--- config.mk ---
export PLATFORM = sky130hd
export DESIGN_NAME = timer_capture_compare_quadrature
export DESIGN_NICKNAME = d
export VERILOG_FILES = /design/src/hw/tc_pkg.sv /design/src/hw/timer_capture_compare_quadrature.sv
export SDC_FILE = /design/constraint.sdc
export NUM_CORES = 1
export LEC_CHECK = 0
export BUFFER_PORTS_ARGS = -buffer_cell sky130_fd_sc_hd__buf_2
export CAP_MARGIN = 20
export CORE_UTILIZATION = 45
export CTS_CLUSTER_DIAMETER = 60
export DETAILED_ROUTE_END_ITERATION = 8
export PLACE_DENSITY_LB_ADDON = 0.3
export SYNTH_ARGS = -nofsm -noshare
export SYNTH_HDL_FRONTEND = slang
export SYNTH_SLANG_ARGS = --single-unit
--- constraint.sdc ---
create_clock -name MCLK -period 4.4 [get_ports MCLK]
set_input_delay 0.88 -clock MCLK [delete_from_list [all_inputs] [get_ports MCLK]]
set_output_delay 0.88 -clock MCLK [all_outputs]
set_load 0.05 [all_outputs]
--- src/hw/tc_pkg.sv ---
// Constants and types shared by the timer compare/capture/quadrature block
package tc_pkg;

	localparam int NCH         = 3;
	localparam int CW          = 16;
	localparam int FILTER_HOLD = 5;

	typedef enum logic [1:0] {CNT_UP, CNT_DOWN, CNT_UPDOWN, CNT_QUAD} count_mode_e;
	typedef enum logic [1:0] {CH_OFF, CH_CAPTURE, CH_COMPARE, CH_PWM} ch_mode_e;

	localparam logic [1:0] ACT_NONE   = 2'h0;
	localparam logic [1:0] ACT_SET    = 2'h1;
	localparam logic [1:0] ACT_CLEAR  = 2'h2;
	localparam logic [1:0] ACT_TOGGLE = 2'h3;

	localparam logic [1:0] EDGE_RISE = 2'h0;
	localparam logic [1:0] EDGE_FALL = 2'h1;
	localparam logic [1:0] EDGE_BOTH = 2'h2;

	////////////////////////////////////////////////////////////////////////////
	localparam logic [7:0] ADDR_CTRL    = 8'h00;
	localparam logic [7:0] ADDR_CMD     = 8'h04;
	localparam logic [7:0] ADDR_STATUS  = 8'h08;
	localparam logic [7:0] ADDR_FLAGS   = 8'h0C;
	localparam logic [7:0] ADDR_TOP     = 8'h10;
	localparam logic [7:0] ADDR_CNT     = 8'h14;
	localparam logic [3:0] CH_BASE_HI   = 4'h2;
	localparam logic [3:0] CH_CTRL      = 4'h0;
	localparam logic [3:0] CH_VALUE     = 4'h4;
	localparam logic [3:0] CH_BUFFER    = 4'h8;
	localparam logic [3:0] CH_PEEK      = 4'hC;

	localparam int CTRL_MODE    = 0;
	localparam int CTRL_QDM     = 2;
	localparam int CTRL_ATI     = 3;
	localparam int CTRL_RSS     = 4;
	localparam int CMD_START    = 0;
	localparam int CMD_STOP     = 1;
	localparam int CMD_RELOAD   = 2;
	localparam int ST_RUN       = 0;
	localparam int ST_DIR       = 1;
	localparam int ST_BV        = 2;
	localparam int ST_CV        = 5;
	localparam int ST_POL       = 8;
	localparam int CC_MODE      = 0;
	localparam int CC_INIT      = 2;
	localparam int CC_INV       = 3;
	localparam int CC_MOA       = 4;
	localparam int CC_OFA       = 6;
	localparam int CC_UFA       = 8;
	localparam int CC_FILT      = 10;
	localparam int CC_EDGE      = 11;
	localparam int CC_SRC       = 13;

	localparam logic [CW-1:0] TOP_RESET = 16'hFFFF;

endpackage

--- src/hw/timer_capture_compare_quadrature.sv ---
// Timer compare/capture channels with quadrature decoder and APB registers
//
// The register addresses and the APB register port were chosen for this implementation.
module timer_capture_compare_quadrature
	import tc_pkg::*;
(
	input  wire logic              MCLK,
	input  wire logic              RSTN,
	input  wire logic              CE,
	input  wire logic              PSEL,
	input  wire logic              PENABLE,
	input  wire logic              PWRITE,
	input  wire logic [7:0]        PADDR,
	input  wire logic [31:0]       PWDATA,
	output logic      [31:0]       PRDATA,
	output logic                   PREADY,
	output logic                   PSLVERR,
	input  wire logic [NCH-1:0]    CC_PIN,
	input  wire logic [NCH-1:0]    CC_EVT,
	output logic      [NCH-1:0]    CC_OUT
);

	count_mode_e     cmode;
	logic            qdm_x4;
	logic            always_track_inputs;
	logic            rss;
	logic [CW-1:0]   top;
	logic [CW-1:0]   cnt;
	logic [CW-1:0]   next_cnt;
	logic            running;
	logic            dir;
	logic            next_dir;
	logic            stepping;
	logic            going_up;
	logic            ovf;
	logic            unf;
	logic            upd;
	logic            q_inc;
	logic            q_dec;
	logic            a_ed;
	logic            b_ed;

	ch_mode_e        ch_mode  [NCH];
	logic [1:0]      moa      [NCH];
	logic [1:0]      ofa      [NCH];
	logic [1:0]      ufa      [NCH];
	logic [1:0]      edge_sel [NCH];
	logic [2:0]      fcnt     [NCH];
	logic [CW-1:0]   val      [NCH];
	logic [CW-1:0]   buff     [NCH];
	logic [NCH-1:0]  init_st;
	logic [NCH-1:0]  inv;
	logic [NCH-1:0]  filt_en;
	logic [NCH-1:0]  src_sel;
	logic [NCH-1:0]  raw;
	logic [NCH-1:0]  filt;
	logic [NCH-1:0]  ch_in;
	logic [NCH-1:0]  prev_in;
	logic [NCH-1:0]  rise;
	logic [NCH-1:0]  fall;
	logic [NCH-1:0]  hit;
	logic [NCH-1:0]  match;
	logic [NCH-1:0]  pop;
	logic [NCH-1:0]  cap_full;
	logic [NCH-1:0]  cv;
	logic [NCH-1:0]  bv;
	logic [NCH-1:0]  pol;
	logic [NCH-1:0]  ovf_flag;
	logic [NCH-1:0]  ostate;
	logic [NCH-1:0]  next_out;
	logic [NCH-1:0]  wr_ctrl;
	logic [NCH-1:0]  wr_val;
	logic [NCH-1:0]  wr_buf;

	logic            acc;
	logic            done;
	logic            wr;
	logic            is_ch;
	logic [3:0]      ch_off;
	logic [1:0]      ch_idx;
	logic            mapped;
	logic [31:0]     rdata;
	logic            cmd_reload;

	function automatic logic apply_act(input logic [1:0] act, input logic cur);
		case (act)
			ACT_SET:    apply_act = 1'b1;
			ACT_CLEAR:  apply_act = 1'b0;
			ACT_TOGGLE: apply_act = ~cur;
			default:    apply_act = cur;
		endcase
	endfunction

	////////////////////////////////////////////////////////////////////////////
	// APB decode: one wait state, so with CE high every access completes on the second cycle of its access phase
	always_comb begin
		ch_off = PADDR[7:4] - CH_BASE_HI;
		ch_idx = ch_off[1:0];
		is_ch  = (PADDR[7:4] >= CH_BASE_HI) && (ch_off < 4'(NCH)) && (PADDR[1:0] == 2'h0);
		mapped = is_ch || (PADDR[1:0] == 2'h0 && PADDR <= ADDR_CNT);
		acc    = PSEL && PENABLE && !PREADY;
		done   = PSEL && PENABLE && PREADY;
		wr     = done && PWRITE && !PSLVERR;
		cmd_reload = wr && PADDR == ADDR_CMD && PWDATA[CMD_RELOAD];
		for (int i = 0; i < NCH; i++) begin
			wr_ctrl[i] = wr && is_ch && ch_idx == 2'(i) && PADDR[3:0] == CH_CTRL;
			wr_val[i]  = wr && is_ch && ch_idx == 2'(i) && PADDR[3:0] == CH_VALUE;
			wr_buf[i]  = wr && is_ch && ch_idx == 2'(i) && PADDR[3:0] == CH_BUFFER;
			pop[i]     = done && !PWRITE && !PSLVERR && is_ch && ch_idx == 2'(i) &&
				PADDR[3:0] == CH_VALUE && ch_mode[i] == CH_CAPTURE;
		end
	end

	always_comb begin
		rdata = '0;
		if (is_ch) begin
			case (PADDR[3:0])
				CH_CTRL: begin
					rdata[CC_MODE +: 2] = ch_mode[ch_idx];
					rdata[CC_INIT]      = init_st[ch_idx];
					rdata[CC_INV]       = inv[ch_idx];
					rdata[CC_MOA +: 2]  = moa[ch_idx];
					rdata[CC_OFA +: 2]  = ofa[ch_idx];
					rdata[CC_UFA +: 2]  = ufa[ch_idx];
					rdata[CC_FILT]      = filt_en[ch_idx];
					rdata[CC_EDGE +: 2] = edge_sel[ch_idx];
					rdata[CC_SRC]       = src_sel[ch_idx];
				end
				CH_BUFFER: rdata[CW-1:0] = buff[ch_idx];
				default:   rdata[CW-1:0] = val[ch_idx];
			endcase
		end else begin
			case (PADDR)
				ADDR_CTRL: begin
					rdata[CTRL_MODE +: 2] = cmode;
					rdata[CTRL_QDM]       = qdm_x4;
					rdata[CTRL_ATI]       = always_track_inputs;
					rdata[CTRL_RSS]       = rss;
				end
				ADDR_STATUS: begin
					rdata[ST_RUN]        = running;
					rdata[ST_DIR]        = dir;
					rdata[ST_BV +: NCH]  = bv;
					rdata[ST_CV +: NCH]  = cv;
					rdata[ST_POL +: NCH] = pol;
				end
				ADDR_FLAGS: rdata[NCH-1:0] = ovf_flag;
				ADDR_TOP:   rdata[CW-1:0]  = top;
				ADDR_CNT:   rdata[CW-1:0]  = cnt;
				default:    rdata = '0;
			endcase
		end
	end

	always_ff @(posedge MCLK or negedge RSTN) begin
		if (!RSTN) begin
			PREADY  <= 1'b0;
			PSLVERR <= 1'b0;
			PRDATA  <= 32'h00000000;
		end else if (CE) begin
			PREADY  <= acc;
			PSLVERR <= acc && !mapped;
			PRDATA  <= (acc && !PWRITE) ? rdata : 32'h00000000;
		end
	end

	////////////////////////////////////////////////////////////////////////////
	// Configuration registers
	always_ff @(posedge MCLK or negedge RSTN) begin
		if (!RSTN) begin
			cmode  <= CNT_UP;
			qdm_x4 <= 1'b0;
			always_track_inputs    <= 1'b0;
			rss    <= 1'b0;
			top    <= TOP_RESET;
		end else if (CE) begin
			if (wr && PADDR == ADDR_CTRL) begin
				cmode  <= count_mode_e'(PWDATA[CTRL_MODE +: 2]);
				qdm_x4 <= PWDATA[CTRL_QDM];
				always_track_inputs    <= PWDATA[CTRL_ATI];
				rss    <= PWDATA[CTRL_RSS];
			end
			if (wr && PADDR == ADDR_TOP)
				top <= PWDATA[CW-1:0];
		end
	end

	always_ff @(posedge MCLK or negedge RSTN) begin
		if (!RSTN) begin
			for (int i = 0; i < NCH; i++) begin
				ch_mode[i]  <= CH_OFF;
				moa[i]      <= ACT_NONE;
				ofa[i]      <= ACT_NONE;
				ufa[i]      <= ACT_NONE;
				edge_sel[i] <= EDGE_RISE;
			end
			init_st <= '0;
			inv     <= '0;
			filt_en <= '0;
			src_sel <= '0;
		end else if (CE) begin
			for (int i = 0; i < NCH; i++) begin
				if (wr_ctrl[i]) begin
					ch_mode[i]  <= ch_mode_e'(PWDATA[CC_MODE +: 2]);
					init_st[i]  <= PWDATA[CC_INIT];
					inv[i]      <= PWDATA[CC_INV];
					moa[i]      <= PWDATA[CC_MOA +: 2];
					ofa[i]      <= PWDATA[CC_OFA +: 2];
					ufa[i]      <= PWDATA[CC_UFA +: 2];
					filt_en[i]  <= PWDATA[CC_FILT];
					edge_sel[i] <= PWDATA[CC_EDGE +: 2];
					src_sel[i]  <= PWDATA[CC_SRC];
				end
			end
		end
	end

	////////////////////////////////////////////////////////////////////////////
	// Input selection, filter and edge detection
	always_comb begin
		for (int i = 0; i < NCH; i++) begin
			raw[i]   = src_sel[i] ? CC_EVT[i] : CC_PIN[i];
			ch_in[i] = filt_en[i] ? filt[i] : raw[i];
			rise[i]  = ch_in[i] && !prev_in[i];
			fall[i]  = !ch_in[i] && prev_in[i];
			hit[i]   = ch_mode[i] == CH_CAPTURE &&
				((edge_sel[i] == EDGE_RISE && rise[i]) ||
				 (edge_sel[i] == EDGE_FALL && fall[i]) ||
				 (edge_sel[i] == EDGE_BOTH && (rise[i] || fall[i])));
			match[i] = (ch_mode[i] == CH_COMPARE || ch_mode[i] == CH_PWM) &&
				val[i] == cnt;
			cap_full[i] = hit[i] && cv[i] && bv[i] && !pop[i];
		end
	end

	always_ff @(posedge MCLK or negedge RSTN) begin
		if (!RSTN) begin
			filt    <= '0;
			prev_in <= '0;
			for (int i = 0; i < NCH; i++)
				fcnt[i] <= 3'h0;
		end else if (CE) begin
			prev_in <= ch_in;
			for (int i = 0; i < NCH; i++) begin
				if (raw[i] == filt[i])
					fcnt[i] <= 3'h0;
				else if (fcnt[i] == 3'(FILTER_HOLD - 1)) begin
					filt[i] <= raw[i];
					fcnt[i] <= 3'h0;
				end else
					fcnt[i] <= fcnt[i] + 3'h1;
			end
		end
	end

	////////////////////////////////////////////////////////////////////////////
	// Quadrature decode and counter; simultaneous A and B edges are ignored
	always_comb begin
		a_ed  = ch_in[0] ^ prev_in[0];
		b_ed  = ch_in[1] ^ prev_in[1];
		q_inc = (a_ed && !b_ed && (ch_in[0] ^ ch_in[1])) ||
			(qdm_x4 && b_ed && !a_ed && !(ch_in[0] ^ ch_in[1]));
		q_dec = (a_ed && !b_ed && !(ch_in[0] ^ ch_in[1])) ||
			(qdm_x4 && b_ed && !a_ed && (ch_in[0] ^ ch_in[1]));
		stepping = running && (cmode != CNT_QUAD || q_inc || q_dec);
		case (cmode)
			CNT_UP:   going_up = 1'b1;
			CNT_DOWN: going_up = 1'b0;
			CNT_QUAD: going_up = q_inc;
			default:  going_up = dir;
		endcase
		ovf = stepping && going_up && cnt == top;
		unf = stepping && !going_up && cnt == '0;
		case (cmode)
			CNT_UP:  upd = ovf;
			CNT_QUAD: upd = ovf || unf;
			default: upd = unf;
		endcase
		next_dir = going_up;
		if (cmode == CNT_UPDOWN)
			next_dir = ovf ? 1'b0 : (unf ? 1'b1 : dir);
		if (!stepping)
			next_cnt = cnt;
		else if (ovf)
			next_cnt = (cmode == CNT_UPDOWN) ? top - 16'h0001 : 16'h0000;
		else if (unf)
			next_cnt = (cmode == CNT_UPDOWN) ? 16'h0001 : top;
		else
			next_cnt = going_up ? cnt + 16'h0001 : cnt - 16'h0001;
	end

	always_ff @(posedge MCLK or negedge RSTN) begin
		if (!RSTN) begin
			cnt     <= 16'h0000;
			running <= 1'b0;
			dir     <= 1'b1;
		end else if (CE) begin
			if (cmd_reload)
				cnt <= (cmode == CNT_DOWN) ? top : 16'h0000;
			else if (wr && PADDR == ADDR_CNT)
				cnt <= PWDATA[CW-1:0];
			else
				cnt <= next_cnt;
			if (wr && PADDR == ADDR_CNT)
				dir <= 1'b1;
			else if (stepping)
				dir <= next_dir;
			if (cmd_reload || (wr && PADDR == ADDR_CMD && PWDATA[CMD_START]))
				running <= 1'b1;
			else if (wr && PADDR == ADDR_CMD && PWDATA[CMD_STOP])
				running <= 1'b0;
		end
	end

	////////////////////////////////////////////////////////////////////////////
	// Channel value queue and compare buffer
	always_ff @(posedge MCLK or negedge RSTN) begin
		logic          cv_n;
		logic          bv_n;
		logic [CW-1:0] val_n;
		if (!RSTN) begin
			cv <= '0;
			bv <= '0;
			for (int i = 0; i < NCH; i++) begin
				val[i]  <= 16'h0000;
				buff[i] <= 16'h0000;
			end
		end else if (CE) begin
			for (int i = 0; i < NCH; i++) begin
				if (ch_mode[i] == CH_CAPTURE) begin
					cv_n  = pop[i] ? bv[i] : cv[i];
					bv_n  = pop[i] ? 1'b0 : bv[i];
					val_n = (pop[i] && bv[i]) ? buff[i] : val[i];
					if (hit[i] && !cv_n) begin
						val_n = cnt;
						cv_n  = 1'b1;
					end else if (hit[i]) begin
						buff[i] <= cnt;
						bv_n    = 1'b1;
					end
					val[i] <= val_n;
					cv[i]  <= cv_n;
					bv[i]  <= bv_n;
				end else begin
					cv[i] <= 1'b0;
					if (wr_buf[i] || (wr_val[i] && ch_mode[i] == CH_PWM)) begin
						buff[i] <= PWDATA[CW-1:0];
						bv[i]   <= 1'b1;
					end else if (upd && bv[i]) begin
						bv[i] <= 1'b0;
					end
					if (wr_val[i] && ch_mode[i] == CH_COMPARE)
						val[i] <= PWDATA[CW-1:0];
					else if (upd && bv[i])
						val[i] <= buff[i];
				end
			end
		end
	end

	always_ff @(posedge MCLK or negedge RSTN) begin
		if (!RSTN)
			ovf_flag <= '0;
		else if (CE)
			ovf_flag <= (ovf_flag & ~((wr && PADDR == ADDR_FLAGS) ? PWDATA[NCH-1:0] : '0))
				| (cap_full & {NCH{running}});
	end

	always_ff @(posedge MCLK or negedge RSTN) begin
		if (!RSTN)
			pol <= '0;
		else if (CE) begin
			for (int i = 0; i < NCH; i++) begin
				if (always_track_inputs)
					pol[i] <= ch_in[i];
				else if (hit[i])
					pol[i] <= rise[i];
				else if (match[i])
					pol[i] <= ch_in[i];
			end
		end
	end

	////////////////////////////////////////////////////////////////////////////
	// Output logic; CC_OUT is a flop, so it trails the counter by one clock
	always_comb begin
		for (int i = 0; i < NCH; i++) begin
			next_out[i] = ostate[i];
			if (ch_mode[i] == CH_OFF || (cmd_reload && rss))
				next_out[i] = init_st[i];
			else if (ch_mode[i] == CH_COMPARE) begin
				if (match[i])
					next_out[i] = apply_act(moa[i], ostate[i]);
				else if (ovf)
					next_out[i] = apply_act(ofa[i], ostate[i]);
				else if (unf)
					next_out[i] = apply_act(ufa[i], ostate[i]);
			end else if (ch_mode[i] == CH_PWM && (cmode == CNT_UP || cmode == CNT_UPDOWN))
				next_out[i] = cnt < val[i];
		end
	end

	always_ff @(posedge MCLK or negedge RSTN) begin
		if (!RSTN) begin
			ostate <= '0;
			CC_OUT <= '0;
		end else if (CE) begin
			ostate <= next_out;
			CC_OUT <= next_out ^ inv;
		end
	end
endmodule // timer_capture_compare_quadrature

==> results of run 1 <==
[through the flow]
stage	power [mW]	instances	utilization
6_report	5.62	2401	0.517
5_1_grt	5.78	2401	0.517
4_1_cts	5.63	2400	0.517
3_5_place_dp	2.95	2347	0.487
3_3_place_gp	2.92	2347	0.487
2_1_floorplan	2.70	1898	-
[registers in the layout, summed over array words and instances, names as in the netlist, 6 cells and up]
name and count:
val 48, top 16, moa 6, edge_sel 6, cnt 16, PRDATA 16
ch_mode 6, fcnt 9, ofa 6, buff 48, ufa 6
[path summary, 6_finish.rpt]
| check | to |
|---|---|
| max | cnt[15] |
| min | buff[0] |
| max reg2reg | cnt[15] |
| min reg2reg | PRDATA[1] |
| max in group asynchronous | top[13] |
| min in group MCLK | PRDATA[1] |
[cells in the mapped netlist (all sizes together) (5+ instances only)]
cell type	instances
xnor2	30
a221oi	19
a21o	28
nor4	8
nor2	122
mux2	92
nand3	42
inv	104
o2bb2ai	11
o21ai	185
or4	5
nor3	29
o31ai	9
a22oi	14
or2	5
a211oi	5
nand2b	15
nand2	227
a21oi	101
nand4	21
a222oi	5
o221ai	46
o22ai	22
clkbuf	132
ha	81
nor2b	10
and2	9
o211ai	16
mux2i	91
buf	34
dfrtp	211
xor2	8
a31oi	28
o21a	14
and3	16
o221a	10
dfstp	17
[logic make-up after synthesis]
kind of cell    Yosys count  synth area share
compound gates          551             0.222
flops                   228             0.351
xor+xnor                 38            0.0216
fa+ha+maj                82            0.0634
buf+inv                 270            0.0680
mux                     183             0.124
simple gates            530             0.149
other cells               1          0.000230
[cell type report]
| cell class | count | share of cell area |
|---|---|---|
| multi-input cells | 1400 | 0.520 |
| flip-flops and latches | 228 | 0.311 |
| well taps | 461 | 0.0313 |
| repair buffers | 154 | 0.0591 |
| clock buffers | 34 | 0.0420 |
| diodes | 1 | 0.000136 |
| inverters | 104 | 0.0212 |
| clock inverters | 19 | 0.0160 |
[routing by layer]
metal  vias up  GRT usage  share of wire
met5         -          0        0.00022
met4         2      0.194          0.064
met3       234     0.0462          0.094
met2       829      0.492           0.43
met1      7408      0.442           0.41
li1       6851          -              -
[where the power goes]
| group | leakage, nW | switching [mW] | total [mW] | internal (mW) |
|---|---|---|---|---|
| registers | 3.05 | 0.0496 | 2.20 | 2.15 |
| clock network | 0.533 | 1.02 | 2.69 | 1.67 |
| logic | 5.02 | 0.466 | 0.720 | 0.255 |
| total | 8.60 | 1.53 | 5.62 | 4.08 |
==> reports/results.tsv, run 1 <==
metric	value	unit
cts-resized-gates	0	
fillers	3316	
slew_headroom	0.292	
critPathTopFamily	compound AO/OA/AOI/OAI gates	
clock_skew	11.0	ps
grt_pass1_vias	14857	
antenna_left	0	
clock_path_buffers	3	
ys_warn_count	0	
crit_type	flip-flop to flip-flop	
first_pass_iters	8	
fp.dieH	192	um
final_cell_mix	227 x nand2_1, 211 x dfrtp_1, 120 x nor2_1, 118 x o21ai_0, 103 x inv_1	
critPathLaunch	src_sel[0]	
final.setup.tns	0	ps
finalHoldViolCount	0	
portBuffers	56	
cts_setup_buffers	0	
slew_viol_final	0	
cp_max_fo	11	
numClockSinks	228	
leakage	8.60	nW
tightest_slew	1050	ps
avgSynthCellArea	8.66	um2
wire_per_inst	25.1	um
synth_area_leaders	dfrtp_1 32%, ha_1 6.2%, mux2_2 5.7%	
routed-via-count	15324	
crit_cells	18	
placed_area	17400	um2
place_hpwl	42.0	mm
grt_pass1_wl	90.2	mm
stdcell_area	18400	um2
r2r_slack	410	ps
worst_slack	413	ps
synth_top_area_frac	0.324	
routabilityCongestion	1.02	
status	finished with violations	
grt_max_degree	115	
crit_arrival	4450	ps
drc	14	
drive_above_1_share	0.190	
hold_class	input pin to async pin	
synth_edf_count	0	
pre_cts_slack	-91.0	ps
nets	2051	
syn_to_final_growth	13.0	%
num_io_pins	89	
cap_violations	0	
grt-ovfl-total	0	
cts_hold_buf	0	
violations	DRC	
power.density	305	nW/um2
drt_iter0_markers	1789	
cp_data_required_time	4860	ps
final_common_cell	nand2_1	
clock_latency	570	ps
setup.worst_path.start_class	flip-flop	
ff_latch_area	5730	um2
setup_violations	0	
syn_area	16300	um2
die_area	37000	um2
wirelength	60.3	mm
whs	374	ps
ys_seq_elements	228	
r2r_start	src_sel[0]	
fin_crit	3990	ps
seq_area_frac_synth	0.351	
crit_slowest_cell	dfrtp_1	
max_freq	0.251	GHz
yosys_most_used_dff	dfrtp_1	
clock-root-buffer	clkbuf_16	
rows	69	
cts_inserted_buffers	29	
ys_types	84	
core_area	35700	um2
h-tree-depth	1	
slowest_delay	410	ps
clkSlewWorstSetupHoldPaths	60	ps
start_util	0.457	
reg2regPathDepth	18	
cts_tree	done	
chipWidth	192	um
rsz0062_at_grt	no	
async_flop_share	1.00	
crit_buf_inv	1	
syn_inst	1883	
multi_input_area	9580	um2
grtUsageTotal	0.326	
crit_chain	mux2i_2 -> mux2i_4 -> inv_1 -> ha_1 -> and3b_1 -> nand3_1 -> mux2i_4 -> nor2_4 -> ha_1 -> o21ai_0 -> o211ai_1 -> nand2_1 -> o21ai_0 -> a31oi_1 -> o21ai_0 -> xnor2_1 -> nor3_1 -> o32a_1	
endpoint_kind	flip-flop	
crit_top_cell	o21ai_0	
antenna_found_initial	3	
post-route-period-util	0.906	
ir_drop	0.272	mV
synth_top_area_cell	dfrtp_1	
vias_per_cell	6.38	
Power figures use the tool's default switching activity.
==> run 2: changes to the inputs <==
- CELL_PAD_IN_SITES_DETAIL_PLACEMENT: default -> 0
- CELL_PAD_IN_SITES_GLOBAL_PLACEMENT: default -> 1
- CORE_UTILIZATION: 45 -> 43
==> run 2 against run 1 <==
Effect of this change:
- the flow now finishes without violations
- hold slack got worse by 48 ps
- clock power about the same
- critical path type unchanged
- count of clock-buffer cells in the layout grew 10
- combinational power about the same
- highest routed layer is now met4
- sequential share of layout area down 0.21 points
- sequential cell count unchanged
- die area rose by 4.6%
- sequential power is essentially flat
- largest cell class unchanged
==> reports/results.tsv, run 2 (synthesized netlist as in run 1, its figures left out) <==
metric	value	unit	change
h-tree-depth	1		unchanged
cts-resized-gates	0		unchanged
fin_crit	4150	ps	was 3990 ps
worstSetupEndpoint	cnt[15]		unchanged
r2r_start	src_sel[0]		unchanged
reg2regPathDepth	18		unchanged
syn_to_final_growth	13.8	%	was 13.0%
cts_setup_buffers	0		unchanged
grt-ovfl-total	0		unchanged
status	completed		was finished with violations
slew_headroom	0.352		was 0.292
critPathLaunch	src_sel[0]		unchanged
clkSlewWorstSetupHoldPaths	60	ps	about the same
post-route-period-util	0.944		was 0.906
crit_arrival	4610	ps	was 4450 ps
final.setup.tns	0	ps	unchanged
clock_path_buffers	3		unchanged
clock_skew	13.0	ps	was 11.0 ps
grt_max_degree	107		was 115
r2r_slack	250	ps	was 410 ps
die_area	38700	um2	was 37000 um2
multi_input_area	9590	um2	was 9580 um2
hold_class	input pin to async pin		unchanged
final_cell_mix	227 x nand2_1, 211 x dfrtp_1, 120 x nor2_1, 118 x o21ai_0, 103 x inv_1		unchanged
grt-busiest-layer	met2		unchanged
power.density	302	nW/um2	was 305 nW/um2
crit_type	flip-flop to flip-flop		unchanged
antenna_found_initial	2		was 3
reg_top3	buff: 48 flops, val: 48 flops		unchanged
vias_per_cell	6.17		was 6.38
clock-root-buffer	clkbuf_16		unchanged
critPathTopFamily	compound AO/OA/AOI/OAI gates		unchanged
tightest_slew	972	ps	was 1050 ps
max_freq	0.241	GHz	was 0.251 GHz
cp_max_fo	11		unchanged
place_hpwl	43.3	mm	was 42.0 mm
grt.met2_usage	0.486		was 0.492
drt_iter0_markers	1676		was 1789
nets	2061		was 2051
cts_tree	done		unchanged
clock_latency	590	ps	was 570 ps
setup.worst_path.start_class	flip-flop		unchanged
drc	0		was 14
portBuffers	56		unchanged
chipWidth	197	um	was 192 um
whs	326	ps	was 374 ps
start_util	0.441		was 0.457
cap_violations	0		unchanged
rsz0062_at_grt	no		unchanged
routed-via-count	15151		was 15.3k
gr-usage-met3	0.0472		was 0.0462
crit_slowest_cell	dfrtp_1		unchanged
crit_buf_inv	1		unchanged
finalHoldViolCount	0		unchanged
ir_drop	0.210	mV	was 0.272 mV
wirelength	61.1	mm	was 60.3 mm
final_common_cell	nand2_1		unchanged
fp.dieH	197	um	was 192 um
fillers	3550		was 3316
cp_data_required_time	4860	ps	about the same
leakage	8.62	nW	was 8.60 nW
r2r_end	cnt[15]		unchanged
setup_violations	0		unchanged
cts_inserted_buffers	31		was 29
endpoint_kind	flip-flop		unchanged
crit_chain	mux2i_2 -> mux2i_4 -> inv_1 -> ha_1 -> and3b_1 -> nand3_1 -> mux2i_4 -> nor2_4 -> ha_1 -> a211oi_1 -> o211ai_1 -> nand2_1 -> o21ai_0 -> a31oi_1 -> o21ai_0 -> xnor2_1 -> nor3_1 -> o32a_1		was mux2i_2 -> mux2i_4 -> inv_1 -> ha_1 -> and3b_1 -> nand3_1 -> mux2i_4 -> nor2_4 -> ha_1 -> o21ai_0 -> o211ai_1 -> nand2_1 -> o21ai_0 -> a31oi_1 -> o21ai_0 -> xnor2_1 -> nor3_1 -> o32a_1
slowest_delay	430	ps	was 410 ps
cts_hold_buf	0		unchanged
wire_per_inst	24.9	um	was 25.1 um
antenna_left	0		unchanged
drive_above_1_share	0.194		was 0.190
numClockSinks	228		unchanged
grt_pass1_wl	92.2	mm	was 90.2 mm
crit_cells	18		unchanged
rows	70		was 69
slew_viol_final	0		unchanged
routabilityCongestion	0.958		was 1.02
grtUsageTotal	0.317		was 0.326
ff_latch_area	5730	um2	unchanged
first_pass_iters	6		was 8
core_area	37000	um2	was 35700 um2
gr-usage-met1	0.445		was 0.442
grt_pass1_vias	14515		was 14.9k
num_io_pins	89		unchanged
[run 2: changes by cell type in the layout (fill, tap and decap cells not counted), sizes merged]
cell	previous run	this run
inv	108	106
clkbuf	34	44
clkinvlp	0	5
bufinv	7	4
clkinv	8	3
buf	154	162
[run 2: metal layers]
| layer | up-vias | part of all wire |
|---|---|---|
| met5 | - | 0 |
| met4 | 0 | 0.044 |
| met2 | 669 | 0.44 |
| met3 | 139 | 0.080 |
| li1 | 6856 | - |
| met1 | 7487 | 0.44 |
[run 2: per-stage QoR]
step | worst slack [ps] | cell area (um2) | utilization | cells | total power, mW
2_1_floorplan | 9.12 | 16400 | - | 1898 | 2.70
3_5_place_dp | -231 | 17500 | 0.473 | 2398 | 2.95
4_1_cts | 222 | 18600 | 0.502 | 2456 | 5.63
5_1_grt | 85.9 | 18600 | 0.502 | 2457 | 5.79
6_report | 245 | 18600 | 0.502 | 2457 | 5.61
3_3_place_gp | -115 | 17500 | 0.473 | 2398 | 2.93
[run 2: worst min-delay path by stage]
stage / to / startpoint / depth (start not counted) / slack [ps]
after floorplan: ovf_flag[2] / ovf_flag[2] / 2 / 450
after global routing: cnt[9] / RSTN / 1 / 420
after global placement: PRDATA[1] / PRDATA[1] / 1 / 460
after CTS: cnt[11] / RSTN / 1 / 420
final: cnt[9] / RSTN / 1 / 330
after detailed placement: PRDATA[8] / PRDATA[8] / 1 / 470
[run 2: cell type report]
type                       count  share of cell area
multi-input combinational   1400               0.516
sequential                   228               0.309
timing repair buffer         162              0.0612
clock buffer                  44              0.0482
tap                          504              0.0340
inverter                     104              0.0210
clock inverter                14              0.0104
antenna                        1            0.000135
[run 2: where the power goes]
group	switching, mW	internal (mW)	leakage [nW]
clock network	1.04	1.65	0.518
registers	0.0472	2.16	3.05
logic	0.461	0.256	5.05
total	1.55	4.06	8.62
